`src/rtl/dbc_pkg.sv`:
```
// Constants, word layout and state record of the balanced byte link codec.
package dbc_pkg;

  // ****************************************
  // Timing.
  // ****************************************
  localparam int CLK_NS      = 100;
  localparam int TX_BIT_NS   = 11574;
  localparam int BIT_CYC_INT = (TX_BIT_NS / CLK_NS < 1) ? 1 : TX_BIT_NS / CLK_NS;
  localparam logic [7:0] BIT_CYC   = 8'(BIT_CYC_INT);
  localparam logic [7:0] BIT_LAST  = 8'(BIT_CYC_INT - 1);
  localparam logic [7:0] BIT_MID   = 8'(BIT_CYC_INT / 2);

  // ****************************************
  // Word format.
  // ****************************************
  localparam logic [3:0] WORD_LAST  = 4'h000b;
  localparam logic [3:0] IDLE_RUN   = 4'h000a;
  localparam logic [7:0] IDLE_BYTE  = 8'h0000;
  localparam logic       DC_CTRL    = 1'b0;
  localparam logic       DC_DATA    = 1'b1;
  localparam logic signed [5:0] SUM_RST = 6'sh00;

  typedef struct packed {
    logic       inv_bar;
    logic       inv;
    logic [7:0] payload;
    logic       dc;
    logic       dc_bar;
  } dbc_word_t;

  typedef enum logic [1:0] {
    RX_HUNT = 2'b01,
    RX_LOCK = 2'b10
  } dbc_rx_mode_t;

  typedef struct packed {
    logic [7:0]         tx_cyc;
    logic [3:0]         tx_idx;
    dbc_word_t          tx_shift;
    logic signed [5:0]  run_sum;
    logic               hold_valid;
    logic [7:0]         hold_byte;
    logic               hold_dc;
    logic [2:0]         filt;
    logic               rx_lvl;
    logic [7:0]         rx_cyc;
    logic [11:0]        rx_shift;
    logic [3:0]         rx_cnt;
    logic [3:0]         rx_run;
    logic               rx_last;
    dbc_rx_mode_t       rx_mode;
    dbc_word_t          rx_word;
    logic               rx_ready;
  } dbc_state_t;

  localparam dbc_state_t STATE_RST = '{
    tx_cyc: BIT_LAST, tx_idx: WORD_LAST, tx_shift: '0, run_sum: SUM_RST,
    hold_valid: 1'b0, hold_byte: IDLE_BYTE, hold_dc: DC_CTRL, filt: 3'h0,
    rx_lvl: 1'b0, rx_cyc: 8'h0000, rx_shift: 12'h0000, rx_cnt: 4'h0000,
    rx_run: 4'h0000, rx_last: 1'b0, rx_mode: RX_HUNT, rx_word: '0, rx_ready: 1'b0};

endpackage

```
`src/rtl/dbc_codec.sv`:
```
// Balanced byte link encoder, serialiser, clock recovery and deserialiser.
`timescale 1ns/10ps
`default_nettype none
module dbc_codec (
  // Clock and reset.
  input  wire logic               ref_clk_i,
  input  wire logic               rst_n_i,
  // Host transmit side.
  input  wire logic [7:0]         tx_byte_i,
  input  wire logic               tx_dc_i,
  input  wire logic               tx_load_ack_n_i,
  output logic                    tx_word_ready_o,
  // Radio baseband side.
  output logic                    tx_serial_o,
  input  wire logic               rx_serial_i,
  // Host receive side.
  output logic                    rx_word_ready_o,
  input  wire logic               rx_take_ack_n_i,
  output dbc_pkg::dbc_word_t      rx_word_o
);
  import dbc_pkg::*;

  // ****************************************
  // Disparity and encoding.
  // ****************************************
  function automatic logic signed [5:0] disparity(input logic [7:0] b);
    logic signed [5:0] d;
    d = -6'sd8;
    for (int i = 0; i < 8; i++) begin
      d = d + (b[i] ? 6'sd2 : 6'sd0);
    end
    return d;
  endfunction

  dbc_state_t st_r;
  dbc_state_t st_nxt;
  logic       tx_load;
  logic       rx_sample;
  logic       rx_bit;
  logic       rx_done;
  logic       rx_align;
  logic [7:0] enc_byte;
  logic       enc_dc;
  logic       enc_inv;
  logic signed [5:0] enc_disp;

  always_comb begin
    st_nxt    = st_r;
    tx_load   = (st_r.tx_cyc == BIT_LAST) && (st_r.tx_idx == WORD_LAST);
    // With nothing loaded the shifter falls back to the idle control word.
    enc_byte  = st_r.hold_valid ? st_r.hold_byte : IDLE_BYTE;
    enc_dc    = st_r.hold_valid ? st_r.hold_dc : DC_CTRL;
    enc_disp  = disparity(enc_byte);
    enc_inv   = (enc_disp < 0) == (st_r.run_sum < 0);

    // Transmit: host loads the holding word while it is empty.
    if (!st_r.hold_valid && !tx_load_ack_n_i) begin
      st_nxt.hold_valid = 1'b1;
      st_nxt.hold_byte  = tx_byte_i;
      st_nxt.hold_dc    = tx_dc_i;
    end
    if (st_r.tx_cyc == BIT_LAST) begin
      st_nxt.tx_cyc = 8'h0000;
      if (tx_load) begin
        st_nxt.tx_idx           = 4'h0000;
        st_nxt.tx_shift.inv_bar = ~enc_inv;
        st_nxt.tx_shift.inv     = enc_inv;
        st_nxt.tx_shift.payload = enc_byte ^ {8{enc_inv}};
        st_nxt.tx_shift.dc      = enc_dc ^ enc_inv;
        st_nxt.tx_shift.dc_bar  = ~(enc_dc ^ enc_inv);
        st_nxt.run_sum = enc_inv ? st_r.run_sum - enc_disp
                                 : st_r.run_sum + enc_disp;
        // A strobe taken in this same cycle is kept for the next word.
        if (st_r.hold_valid) begin
          st_nxt.hold_valid = 1'b0;
        end
      end else begin
        st_nxt.tx_idx   = st_r.tx_idx + 4'h0001;
        st_nxt.tx_shift = dbc_word_t'({st_r.tx_shift[10:0], 1'b0});
      end
    end else begin
      st_nxt.tx_cyc = st_r.tx_cyc + 8'h0001;
    end

    // Receive: three-sample agreement filter, edge-locked phase, mid-bit sampling.
    st_nxt.filt = {st_r.filt[1:0], rx_serial_i};
    if (st_r.filt == 3'h7) begin
      st_nxt.rx_lvl = 1'b1;
    end else if (st_r.filt == 3'h0) begin
      st_nxt.rx_lvl = 1'b0;
    end
    rx_sample = (st_r.rx_cyc == BIT_MID);
    rx_bit    = st_r.rx_lvl;
    rx_done   = 1'b0;
    rx_align  = 1'b0;
    if (st_nxt.rx_lvl != st_r.rx_lvl || st_r.rx_cyc == BIT_LAST) begin
      st_nxt.rx_cyc = 8'h0000;
    end else begin
      st_nxt.rx_cyc = st_r.rx_cyc + 8'h0001;
    end
    if (rx_sample) begin
      st_nxt.rx_shift = {st_r.rx_shift[10:0], rx_bit};
      st_nxt.rx_last  = rx_bit;
      if (rx_bit != st_r.rx_last) begin
        st_nxt.rx_run = 4'h0001;
      end else if (st_r.rx_run != IDLE_RUN) begin
        st_nxt.rx_run = st_r.rx_run + 4'h0001;
      end
      rx_align = (st_nxt.rx_run == IDLE_RUN) && (st_r.rx_run != IDLE_RUN);
      if (rx_align) begin
        st_nxt.rx_cnt  = WORD_LAST;
        st_nxt.rx_mode = RX_LOCK;
      end else if (st_r.rx_cnt == WORD_LAST) begin
        st_nxt.rx_cnt = 4'h0000;
        unique case (st_r.rx_mode)
          RX_HUNT: rx_done = 1'b0;
          RX_LOCK: rx_done = 1'b1;
        endcase
      end else begin
        st_nxt.rx_cnt = st_r.rx_cnt + 4'h0001;
      end
    end
    if (!rx_take_ack_n_i) begin
      st_nxt.rx_ready = 1'b0;
    end
    if (rx_done) begin
      st_nxt.rx_word  = dbc_word_t'({st_r.rx_shift[10:0], rx_bit});
      st_nxt.rx_ready = 1'b1;
    end
  end

  always_ff @(posedge ref_clk_i) begin
    if (!rst_n_i) begin
      st_r <= STATE_RST;
    end else begin
      st_r <= st_nxt;
    end
  end

  assign tx_word_ready_o = ~st_r.hold_valid;
  assign tx_serial_o     = st_r.tx_shift.inv_bar;
  assign rx_word_ready_o = st_r.rx_ready;
  assign rx_word_o       = st_r.rx_word;

  // ****************************************
  // Checks.
  // ****************************************
  chk_word_pairs: assert property (@(posedge ref_clk_i) disable iff (!rst_n_i)
    rst_n_i && tx_load |=> (st_r.tx_shift.inv_bar != st_r.tx_shift.inv)
            && (st_r.tx_shift.dc != st_r.tx_shift.dc_bar))
    else $error("Transmit word flag pairs are not complementary.");

  chk_invert_payload: assert property (@(posedge ref_clk_i) disable iff (!rst_n_i)
    rst_n_i && tx_load |=>
      st_r.tx_shift.payload == ($past(enc_byte) ^ {8{st_r.tx_shift.inv}}))
    else $error("Payload does not follow the invert flag.");

  chk_idle_fill: assert property (@(posedge ref_clk_i) disable iff (!rst_n_i)
    rst_n_i && tx_load && !st_r.hold_valid |=> (st_r.tx_shift.dc == st_r.tx_shift.inv)
      && (st_r.tx_shift.payload == {8{st_r.tx_shift.inv}}))
    else $error("Idle word was not sent when no data was waiting.");

  chk_sum_update: assert property (@(posedge ref_clk_i) disable iff (!rst_n_i)
    rst_n_i && tx_load |=>
      st_r.run_sum == (st_r.tx_shift.inv ? $past(st_r.run_sum) - $past(enc_disp)
                                         : $past(st_r.run_sum) + $past(enc_disp)))
    else $error("Running sum updated the wrong way.");

  chk_load_ack: assert property (@(posedge ref_clk_i) disable iff (!rst_n_i)
    rst_n_i && tx_word_ready_o && !tx_load_ack_n_i |=> !tx_word_ready_o ##0
      st_r.hold_byte == $past(tx_byte_i))
    else $error("Acknowledged load was not captured.");

  chk_bit_period: assert property (@(posedge ref_clk_i) disable iff (!rst_n_i)
    (st_r.tx_cyc != 8'h0000) && $past(rst_n_i) |-> $stable(tx_serial_o))
    else $error("Serial output changed inside a bit period.");

  chk_rx_filter: assert property (@(posedge ref_clk_i) disable iff (!rst_n_i)
    $changed(st_r.rx_lvl) && $past(rst_n_i) |-> $past(st_r.filt) == {3{st_r.rx_lvl}})
    else $error("Filtered level changed without agreeing samples.");

  chk_rx_present: assert property (@(posedge ref_clk_i) disable iff (!rst_n_i)
    rx_done |=> rx_word_ready_o && (rx_word_o[0] == $past(rx_bit)))
    else $error("Completed word was not presented.");

  chk_realign: assert property (@(posedge ref_clk_i) disable iff (!rst_n_i)
    rx_align |=> (st_r.rx_cnt == WORD_LAST) && (st_r.rx_mode == RX_LOCK))
    else $error("Idle run did not realign the word boundary.");

  chk_ready_return: assert property (@(posedge ref_clk_i) disable iff (!rst_n_i)
    rst_n_i && tx_load && st_r.hold_valid |=> tx_word_ready_o)
    else $error("Holding word did not free up after the shifter load.");

  chk_refused_strobe: assert property (@(posedge ref_clk_i) disable iff (!rst_n_i)
    rst_n_i && !tx_word_ready_o && !tx_load |=> !tx_word_ready_o && $stable(st_r.hold_byte))
    else $error("Strobe while not ready disturbed the holding word.");

  chk_data_flag: assert property (@(posedge ref_clk_i) disable iff (!rst_n_i)
    rst_n_i && tx_load && st_r.hold_valid |=>
      (st_r.tx_shift.dc ^ st_r.tx_shift.inv) == $past(st_r.hold_dc))
    else $error("Data flag of the loaded word is wrong.");

  chk_shift_order: assert property (@(posedge ref_clk_i) disable iff (!rst_n_i)
    rst_n_i && (st_r.tx_cyc == BIT_LAST) && !tx_load |=> tx_serial_o == $past(st_r.tx_shift.inv))
    else $error("Serial bits left the shifter out of order.");

  chk_word_length: assert property (@(posedge ref_clk_i) disable iff (!rst_n_i)
    rst_n_i |-> st_r.tx_idx <= WORD_LAST)
    else $error("Bit index ran past the end of the word.");

  chk_sum_even: assert property (@(posedge ref_clk_i) disable iff (!rst_n_i)
    rst_n_i |-> !st_r.run_sum[0])
    else $error("Running sum took an odd value.");

  chk_rx_hold: assert property (@(posedge ref_clk_i) disable iff (!rst_n_i)
    rst_n_i && rx_word_ready_o && !rx_done |=> $stable(rx_word_o))
    else $error("Presented word changed without a new completion.");

  chk_rx_take: assert property (@(posedge ref_clk_i) disable iff (!rst_n_i)
    rst_n_i && !rx_take_ack_n_i && !rx_done |=> !rx_word_ready_o)
    else $error("Take strobe did not clear the word ready flag.");

  chk_rx_phase: assert property (@(posedge ref_clk_i) disable iff (!rst_n_i)
    rst_n_i && $past(rst_n_i) && $changed(st_r.rx_lvl) |-> st_r.rx_cyc == 8'h0000)
    else $error("Bit phase did not restart on a filtered edge.");

endmodule
`default_nettype wire

```
`config.mk`:
```
export PLATFORM = sky130hd
export DESIGN_NAME = dbc_codec
export DESIGN_NICKNAME = d
export VERILOG_FILES = /design/src/rtl/dbc_pkg.sv /design/src/rtl/dbc_codec.sv
export SDC_FILE = /design/constraint.sdc
export NUM_CORES = 1
export LEC_CHECK = 0
export ABC_AREA = 1
export BUFFER_PORTS_ARGS = -buffer_cell sky130_fd_sc_hd__buf_2
export CAP_MARGIN = 20
export CORE_MARGIN = 1.5
export CORE_UTILIZATION = 45
export DETAILED_ROUTE_END_ITERATION = 12
export SETUP_SLACK_MARGIN = 0.02
export SLEW_MARGIN = 20
export SYNTH_ARGS = -nofsm -noshare
export SYNTH_HDL_FRONTEND = slang
export SYNTH_SLANG_ARGS = --single-unit
```
`constraint.sdc`:
```
create_clock -name ref_clk_i -period 9.9 [get_ports ref_clk_i]
set_input_delay 0.99 -clock ref_clk_i [delete_from_list [all_inputs] [get_ports ref_clk_i]]
set_output_delay 0.99 -clock ref_clk_i [all_outputs]
set_load 0.01 [all_outputs]
```
==> results.sh, run 1 <==
export IMPL_status="finished, final reports clean"
export IMPL_synth_area_leaders="dfxtp_1, nand2_1, nor2_1, o21ai_0, inv_1"
export IMPL_rsz0062_at_grt="no"
export IMPL_initial_core_util_pct=46.90
export IMPL_grt_antenna_before_repair=0
export IMPL_synth_compound_area_share_pct=10.99
export IMPL_nets=651
export IMPL_syn_nets=644
export IMPL_clock_sinks=86
export IMPL_detail_route_wl_per_cell_um=11.42
export IMPL_startpoint_type="register"
export IMPL_cts_buffers=9
export IMPL_die_area_sq_um=10370
export IMPL_path_clk_slew_ps=90
export IMPL_cts_resized_gates=0
export IMPL_cts_hold_buf=0
export IMPL_crit_top_cell="nand2_1"
export IMPL_die_w_um=101.8
export IMPL_cp_max_fo=12
export IMPL_period_needed_ps=4245
export IMPL_layout_drive_gt1_share_pct=10.32
export IMPL_htreeDepth=3
export IMPL_fin_worst_skew_ps=14.40
export IMPL_cp_data_arrival_time_ps=4520
export IMPL_row_count=35
export IMPL_synth_simple_area_share_pct=30.23
export IMPL_io_pins=29
export IMPL_timing_hold_ws_ps=449.6
export IMPL_peakVddDrop_mv=0.1443
export IMPL_firstDrtPassIters=4
export IMPL_worstPathCellList="nand2_1 -> fa_1 -> inv_1 -> ha_1 -> inv_1 -> fa_1 -> nor2_1 -> nand2_1 -> nand3_2 -> nand2_1 -> nand2_1 -> nand2_1 -> xor2_1 -> ha_1 -> nand2_1 -> nor3_1 -> a21oi_1 -> nand2_1 -> nand3_1 -> nand2_1 -> inv_1"
export IMPL_grt_max_degree=61
export IMPL_drv_cap=0
export IMPL_drc=0
export IMPL_drt_antenna_violating_nets=0
export IMPL_grt_pass1_vias=3319
export IMPL_tritoncts="done"
export IMPL_cpLargestDelayFamily="simple AND/OR/NAND/NOR gates"
export IMPL_endpoint_kind="register"
export IMPL_crit_buf_inv=3
export IMPL_synth_xor_area_share_pct=2.363
export IMPL_ys_seq_area_share_pct=39.17
export IMPL_power_density_nw_per_um2=221.3
export IMPL_vias=3651
export IMPL_syn2layout_area_growth_pct=6.946
export IMPL_cpPeakStageDelay_ps=620
export IMPL_grt_pass1_wl_mm=14.63
export IMPL_post_cts_setup_buffers=0
export IMPL_finalHoldViolCount=0
export IMPL_cts_max_path_buffers=2
export IMPL_drt_iter0_drc=171
export IMPL_netlist_area_sq_um=4395
export IMPL_die_h_um=101.8
export IMPL_clk_latency_ps=360
export IMPL_tns_ps=0
export IMPL_synthMuxAreaShare_pct=0
export IMPL_synthAdderAreaFrac_pct=7.116
export IMPL_finalPower_w=0.001040
export IMPL_placedInstanceArea_sq_um=4492
export IMPL_ys_ff_latch=86
export IMPL_syn_avg_cell_area_sq_um=7.229
export IMPL_setup_viol=0
export IMPL_criticalPathCategory="reg -> reg"
export IMPL_worst_pin_slew_ps=963.1
export IMPL_routed_wl_mm=8.554
export IMPL_slew_headroom_pct=35.79
export IMPL_synth_top_family_by_area="simple AND/OR/NAND/NOR gates"
export IMPL_routed_via_density=4.874
export IMPL_synth_cell_types=41
export IMPL_cp_slowest_cell="dfxtp_1"
export IMPL_fin_crit_sh_pct=42.88
export IMPL_diodes=0
export IMPL_io_buffers=28
export IMPL_cts_root_buf="clkbuf_8"
export IMPL_drv_slew=0
export IMPL_synth_top_cell_area_share_pct=39.17
export IMPL_track_usage_pct=17.77
export IMPL_yosysWarnings=0
export IMPL_synth_cells=608
export IMPL_grt_overflow_total=0
export IMPL_crit_required_ps=10170
export IMPL_coreArea_sq_um=9371
export IMPL_fin_area_sq_um=4701
export IMPL_synth_top_cell_by_area="dfxtp_1"
export IMPL_hpwl_mm=5.896
export IMPL_gp_congestion=0.8665
export IMPL_cellLeakagePower_nw=2.168
export IMPL_hp_class="reg -> reg"
export IMPL_fmax_mhz=235.6
[metrics by stage]
stage               setup slack (ps)  instances  utilization [%]
global placement                5895        733            47.93
floorplan                       6123        608                -
finish                          5655        749            50.16
detailed placement              5703        733            47.93
global route                    5177        749            50.16
CTS                             5683        749            50.16
[cell type report]
cell class | count | area [sq um]
multi-input combinational | 428 | 2236
inverter | 62 | 232.7
clock buffer | 11 | 151.4
tap | 129 | 161.4
timing repair buffer | 28 | 140.1
fill | 979 | 4671
clock inverter | 5 | 57.56
sequential | 86 | 1722
[logic make-up (layout without fill, tap and decap cells)]
kind of cell	Yosys count	in the layout
compound gates	91	91
xor+xnor	11	11
fa+ha+maj	22	22
buf+inv	94	106
flops	86	86
other cells	2	2
simple gates	302	302
[worst paths after layout]
path,from,to,slack [ps],cells after the start
worst min register to register,st_nxt[47],st_r[47],450,2
worst max register to register,st_r[57],st_r[63],5650,21
worst max-delay path,st_r[57],st_r[63],5650,21
worst min-delay path,st_nxt[47],st_r[47],450,2
[power by group]
group | internal, W | switching (W)
Combinational | 0.000126 | 0.000233
Sequential | 0.000393 | 0.0000336
Clock | 0.000130 | 0.000124
[registers in the layout, indices dropped and copies added (netlist names)]
signal / flops
tx_serial_o: 1
st_nxt: 2
rx_bit: 1
rx_word_o: 12
rx_word_ready_o: 1
st_r: 69
[tightest hold or removal path, delay by kind of cell, from the launching register on]
family | cells | cell delay, ps
buf+inv | 1 | 30
simple gates | 1 | 60
flops | 1 | 330
[synth_stat cells]
master and instances:
nor3_1 9, nand4_1 5, nand3_1 38, conb_1 2, a211oi_1 2, nor2_1 104
buf_2 5, a21oi_1 27, dfxtp_1 86, o31ai_1 4, nor2_2 1, ha_1 17
buf_4 15, nand2_2 3, nand2_4 1, nor3b_1 2, clkbuf_1 8, nand3_2 3
xor2_1 6, fa_1 5, and2_1 1, nor2_4 2, o211a_1 1, buf_6 3
buf_1 1, nand2_1 119, nor3_2 3, nor4_1 1, inv_2 4, o211ai_1 1
clkinv_1 1, nor3b_2 1, o21ai_1 3, or2_2 1, a22oi_1 1, o21ai_0 50
xnor2_1 4, xnor2_2 1, a31oi_1 2, nand3b_1 8, inv_1 57
[cells in the final DEF, fill, tap and decap left out, types with 5 or more instances in the layout]
cell      netlist  final
a21oi_1        27     27
buf_2           5     28
clkbuf_8        0     11
dfxtp_1        86     86
fa_1            5      5
ha_1           17     17
inv_1          57     57
nand2_1       119    119
nand3_1        38     38
nand3b_1        8      8
nand4_1         5      5
nor2_1        104    104
nor3_1          9      9
o21ai_0        50     50
xor2_1          6      6
[routing by layer]
metal / global-route usage [%] / wire length (um) / vias to the layer above
met4: 5.374 / 87 / 0
met1: 23.49 / 4375 / 1641
met5: 0 / 0 / -
li1: - / - / 1955
met2: 28.10 / 3741 / 47
met3: 5.404 / 350 / 8
Note: power is estimated with default switching activity, not from simulation.
==> run 2: changes to the inputs <==
Clock period 9.9 ns to 4 ns, I/O delays scaled along.
==> results.sh, run 2 (synthesis results as in run 1) <==
export IMPL_routed_wl_mm=8.672
export IMPL_track_usage_pct=18.52
export IMPL_cp_startpoint="st_r[57]"
export IMPL_criticalPathCategory="reg -> reg"
export IMPL_grt_antenna_before_repair=0
export IMPL_regMostFlops="st_r"
export IMPL_min_from="rx_serial_i"
export IMPL_tns_ps=0
export IMPL_grt_pass1_wl_mm=15.50
export IMPL_clk_latency_ps=350
export IMPL_final_cell_mix="nand2_1, nor2_1, dfxtp_1"
export IMPL_path_clk_slew_ps=80
export IMPL_rsz0062_at_grt="no"
export IMPL_crit_top_cell="nand2_1"
export IMPL_htreeDepth=3
export IMPL_cp_max_fo=11
export IMPL_layout_drive_gt1_share_pct=11.22
export IMPL_drv_cap=0
export IMPL_status="finished, final reports clean"
export IMPL_hp_class="in -> reg"
export IMPL_drc=0
export IMPL_power_density_nw_per_um2=538.8
export IMPL_drv_slew=0
export IMPL_crit_buf_inv=5
export IMPL_cp_depth=22
export IMPL_place_inst=737
export IMPL_r2r_start="st_r[57]"
export IMPL_clock_sinks=86
export IMPL_finalHoldViolCount=0
export IMPL_grt_max_degree=61
export IMPL_worstPathCellList="nand2_1 -> inv_1 -> fa_1 -> ha_1 -> inv_1 -> fa_1 -> inv_1 -> nand2_1 -> nand3_2 -> nand2_1 -> nand2_2 -> nor2_1 -> xor2_1 -> ha_2 -> inv_1 -> nor3_2 -> nand2_1 -> o211ai_1 -> nand2_1 -> nand3_1 -> nand2_1 -> inv_1"
export IMPL_cts_root_buf="clkbuf_8"
export IMPL_cts_max_path_buffers=2
export IMPL_fin_worst_skew_ps=8.117
export IMPL_cts_hold_buf=0
export IMPL_grt_pass1_vias=3516
export IMPL_row_count=35
export IMPL_period_needed_ps=3671
export IMPL_routed_via_density=4.867
export IMPL_slew_headroom_pct=52.01
export IMPL_coreArea_sq_um=9371
export IMPL_worst_pin_slew_ps=716.0
export IMPL_crit_required_ps=4290
export IMPL_peakVddDrop_mv=0.3028
export IMPL_cpPeakStageDelay_ps=550
export IMPL_cp_slowest_cell="fa_1"
export IMPL_fin_crit_sh_pct=91.78
export IMPL_grt_overflow_total=0
export IMPL_nets=656
export IMPL_reg2regPathDepth=22
export IMPL_tritoncts="done"
export IMPL_startpoint_type="register"
export IMPL_drt_antenna_violating_nets=0
export IMPL_nFillCells=977
export IMPL_die_h_um=101.8
export IMPL_endpoint_kind="register"
export IMPL_initial_core_util_pct=46.90
export IMPL_drt_iter0_drc=125
export IMPL_die_w_um=101.8
export IMPL_diodes=0
export IMPL_syn2layout_area_growth_pct=7.486
export IMPL_firstDrtPassIters=4
export IMPL_vias=3665
export IMPL_gp_congestion=0.8752
export IMPL_instances_no_fill=753
export IMPL_die_area_sq_um=10370
export IMPL_largest_reg_flops=69
export IMPL_fmax_mhz=272.4
export IMPL_cellLeakagePower_nw=2.188
export IMPL_cp_data_arrival_time_ps=3970
export IMPL_cts_buffers=9
export IMPL_setup_viol=0
export IMPL_cpLargestDelayFamily="adder cells"
export IMPL_io_buffers=28
export IMPL_hpwl_mm=6.021
export IMPL_io_pins=29
export IMPL_final_common_cell="nand2_1"
export IMPL_detail_route_wl_per_cell_um=11.52
export IMPL_hold_path_depth=3
## run 2: changes by cell type in the layout (fill, tap and decap cells not counted), sizes merged
cell | previous run | this run
buf | 28 | 33
clkinvlp | 3 | 0
clkinv | 2 | 4
## run 2: routing by layer
layer	vias to the layer above	share of wire, %	routed length, um	track usage [%]
met5	-	0	0	0
met4	0	1.6	140	6.322
met3	10	3.4	299	3.488
met2	48	44	3858	30.46
met1	1636	50	4374	24.54
li1	1971	-	-	-
## run 2: where the power goes
part           internal [W]  leakage (nW)  switching, W  total [W]
registers          0.000973         0.702     0.0000855    0.00106
clock network      0.000285        0.0931      0.000290   0.000575
logic              0.000326          1.39      0.000586   0.000912
## run 2: stage by stage
stage / power, W / hold WS, ps / cell area [sq um] / setup WS [ps] / util [%]
floorplan: 0.001801 / 417.3 / 4395 / 223.4 / -
global placement: 0.001953 / 429.0 / 4522 / 282.1 / 48.25
detailed placement: 0.001973 / 439.1 / 4522 / 55.57 / 48.25
CTS: 0.002559 / 225.4 / 4702 / 23.77 / 50.17
global route: 0.002766 / 253.3 / 4725 / 23.63 / 50.41
finish: 0.002546 / 235.6 / 4725 / 328.7 / 50.41
## run 2: timing repair
item                       CTS  global route
resized for setup            0             5
setup endpoints to repair    0             5
setup buffers                0             1
## run 2: final timing paths
kind | slack, ps | endpoint
setup / recovery | 330 | st_r[63]
hold / removal | 240 | st_nxt[46]
setup reg to reg | 330 | st_r[63]
hold reg to reg | 450 | st_r[47]
## run 2: area by class of cell
| class | count | area (sq um) | share of cell area (%) |
|---|---|---|---|
| Timing Repair Buffer | 33 | 177.7 | 3.761 |
| Tap cell | 129 | 161.4 | 3.416 |
| Clock buffer | 11 | 131.4 | 2.781 |
| Clock inverter | 4 | 48.80 | 1.033 |
| Multi-Input combinational cell | 428 | 2247 | 47.56 |
| Inverter | 62 | 232.7 | 4.926 |
| Sequential cell | 86 | 1725 | 36.52 |
## run 2: worst min-delay path: stages
cell     delay (ps)
buf_2            70
nand2_1          40
inv_1            40
==> run 3: changes to the inputs <==
Settings changed: CORE_MARGIN 1.5 to not set.
==> results.sh, run 3 (synthesis results as in run 1) <==
export IMPL_status="finished, final reports clean"
export IMPL_drt_iter0_drc=224
export IMPL_path_clk_slew_ps=80
export IMPL_worst_pin_slew_ps=734.1
export IMPL_track_usage_pct=18.82
export IMPL_cts_buffers=9
export IMPL_period_needed_ps=3662
export IMPL_setup_viol=0
export IMPL_layout_drive_gt1_share_pct=11.36
export IMPL_endpoint_kind="register"
export IMPL_crit_required_ps=4310
export IMPL_tns_ps=0
export IMPL_cp_data_arrival_time_ps=3970
export IMPL_finalHoldViolCount=0
export IMPL_rsz0062_at_grt="no"
export IMPL_grt_pass1_wl_mm=15.06
export IMPL_hpwl_mm=6.064
export IMPL_cts_root_buf="clkbuf_8"
export IMPL_regMostFlops="st_r"
export IMPL_cp_max_fo=12
export IMPL_routed_wl_mm=8.770
export IMPL_die_area_sq_um=10170
export IMPL_final_cell_mix="nand2_1, nor2_1, dfxtp_1"
export IMPL_setup_ws_ps=338.2
export IMPL_drv_slew=0
export IMPL_grt_overflow_total=0
export IMPL_drv_cap=0
export IMPL_fmax_mhz=273.1
export IMPL_peakVddDrop_mv=0.3027
export IMPL_syn2layout_area_growth_pct=8.198
export IMPL_final_common_cell="nand2_1"
export IMPL_diodes=0
export IMPL_criticalPathCategory="reg -> reg"
export IMPL_startpoint_type="register"
export IMPL_nets=656
export IMPL_detail_route_wl_per_cell_um=11.63
export IMPL_slew_headroom_pct=50.80
export IMPL_drc=0
export IMPL_clock_sinks=86
export IMPL_io_buffers=28
export IMPL_initial_core_util_pct=46.90
export IMPL_grt_antenna_before_repair=0
export IMPL_place_ws_ps=124.4
export IMPL_fin_worst_skew_ps=6.939
export IMPL_vias=3716
export IMPL_routed_via_density=4.928
export IMPL_cts_hold_buf=0
export IMPL_drt_antenna_violating_nets=0
export IMPL_timing_hold_ws_ps=223.8
export IMPL_io_pins=29
export IMPL_final_core_util_pct=50.75
export IMPL_grt_pass1_vias=3456
export IMPL_firstDrtPassIters=5
export IMPL_largest_reg_flops=69
export IMPL_cellLeakagePower_nw=2.203
export IMPL_tritoncts="done"
export IMPL_cts_max_path_buffers=2
export IMPL_row_count=35
export IMPL_die_h_um=100.8
export IMPL_htreeDepth=3
export IMPL_power_density_nw_per_um2=556.1
export IMPL_die_w_um=100.8
export IMPL_grt_max_degree=60
export IMPL_gp_congestion=0.9007
export IMPL_coreArea_sq_um=9371
export IMPL_clk_latency_ps=360
export IMPL_finalPower_w=0.002645
export IMPL_hp_class="in -> reg"
export IMPL_fin_crit_sh_pct=91.54
run 3: cell types whose count changed in the layout (fill, tap and decap cells not counted), sizes merged:
cell      previous run  this run
bufinv               1         2
clkbuf              11        10
clkinvlp             0         1
run 3: cell type report:
class	instances	area (sq um)
multi-input combinational	428	2245
clock inverter	6	86.33
tap	129	161.4
inverter	62	232.7
clock buffer	10	127.6
timing repair buffer	33	177.7
sequential	86	1725
fill	1001	4616
run 3: path summary, 6_finish.rpt:
path	endpoint	slack, ps	start	depth (start not counted)
min	st_nxt[46]	220	rx_serial_i	3
max reg2reg	st_r[63]	340	st_r[57]	22
max	st_r[63]	340	st_r[57]	22
min reg2reg	st_r[47]	450	st_nxt[47]	2
run 3: repair_timing:
item / CTS / global route
buffers inserted: 0 / 1
resized for setup: 0 / 5
endpoints found under the hold margin: 0 / 0
setup endpoints to repair: 0 / 3
run 3: per-layer routing:
metal	global-route usage (%)	part of all wire [%]	vias to the layer above
met5	0	0	-
met4	4.459	0.82	0
met3	5.409	4.5	6
met2	31.40	46	61
met1	23.98	49	1693
li1	-	-	1956
run 3: critical path: stages, from the launching register on:
cell	delay, ps
dfxtp_4	390
nand2_1	100
inv_1	70
fa_1	560
ha_1	140
inv_1	50
fa_1	550
inv_1	60
nand2_1	130
nand3_2	120
nand2_1	90
nand2_2	80
nor2_1	110
xor2_1	80
ha_1	360
inv_1	90
nor3_2	190
nand2_1	80
o211ai_1	110
nand2_1	80
nand3_1	60
nand2_1	50
inv_1	40
run 3: through the flow:
step                cells  area, sq um
floorplan             608         4395
global placement      737         4522
detailed placement    737         4522
CTS                   753         4736
global route          754         4756
finish                754         4756
run 3: power breakdown:
part,switching (W),internal [W],total (W)
sequential,0.0000846,0.000973,0.00106
clock,0.000308,0.000351,0.000659
combinational,0.000595,0.000333,0.000928
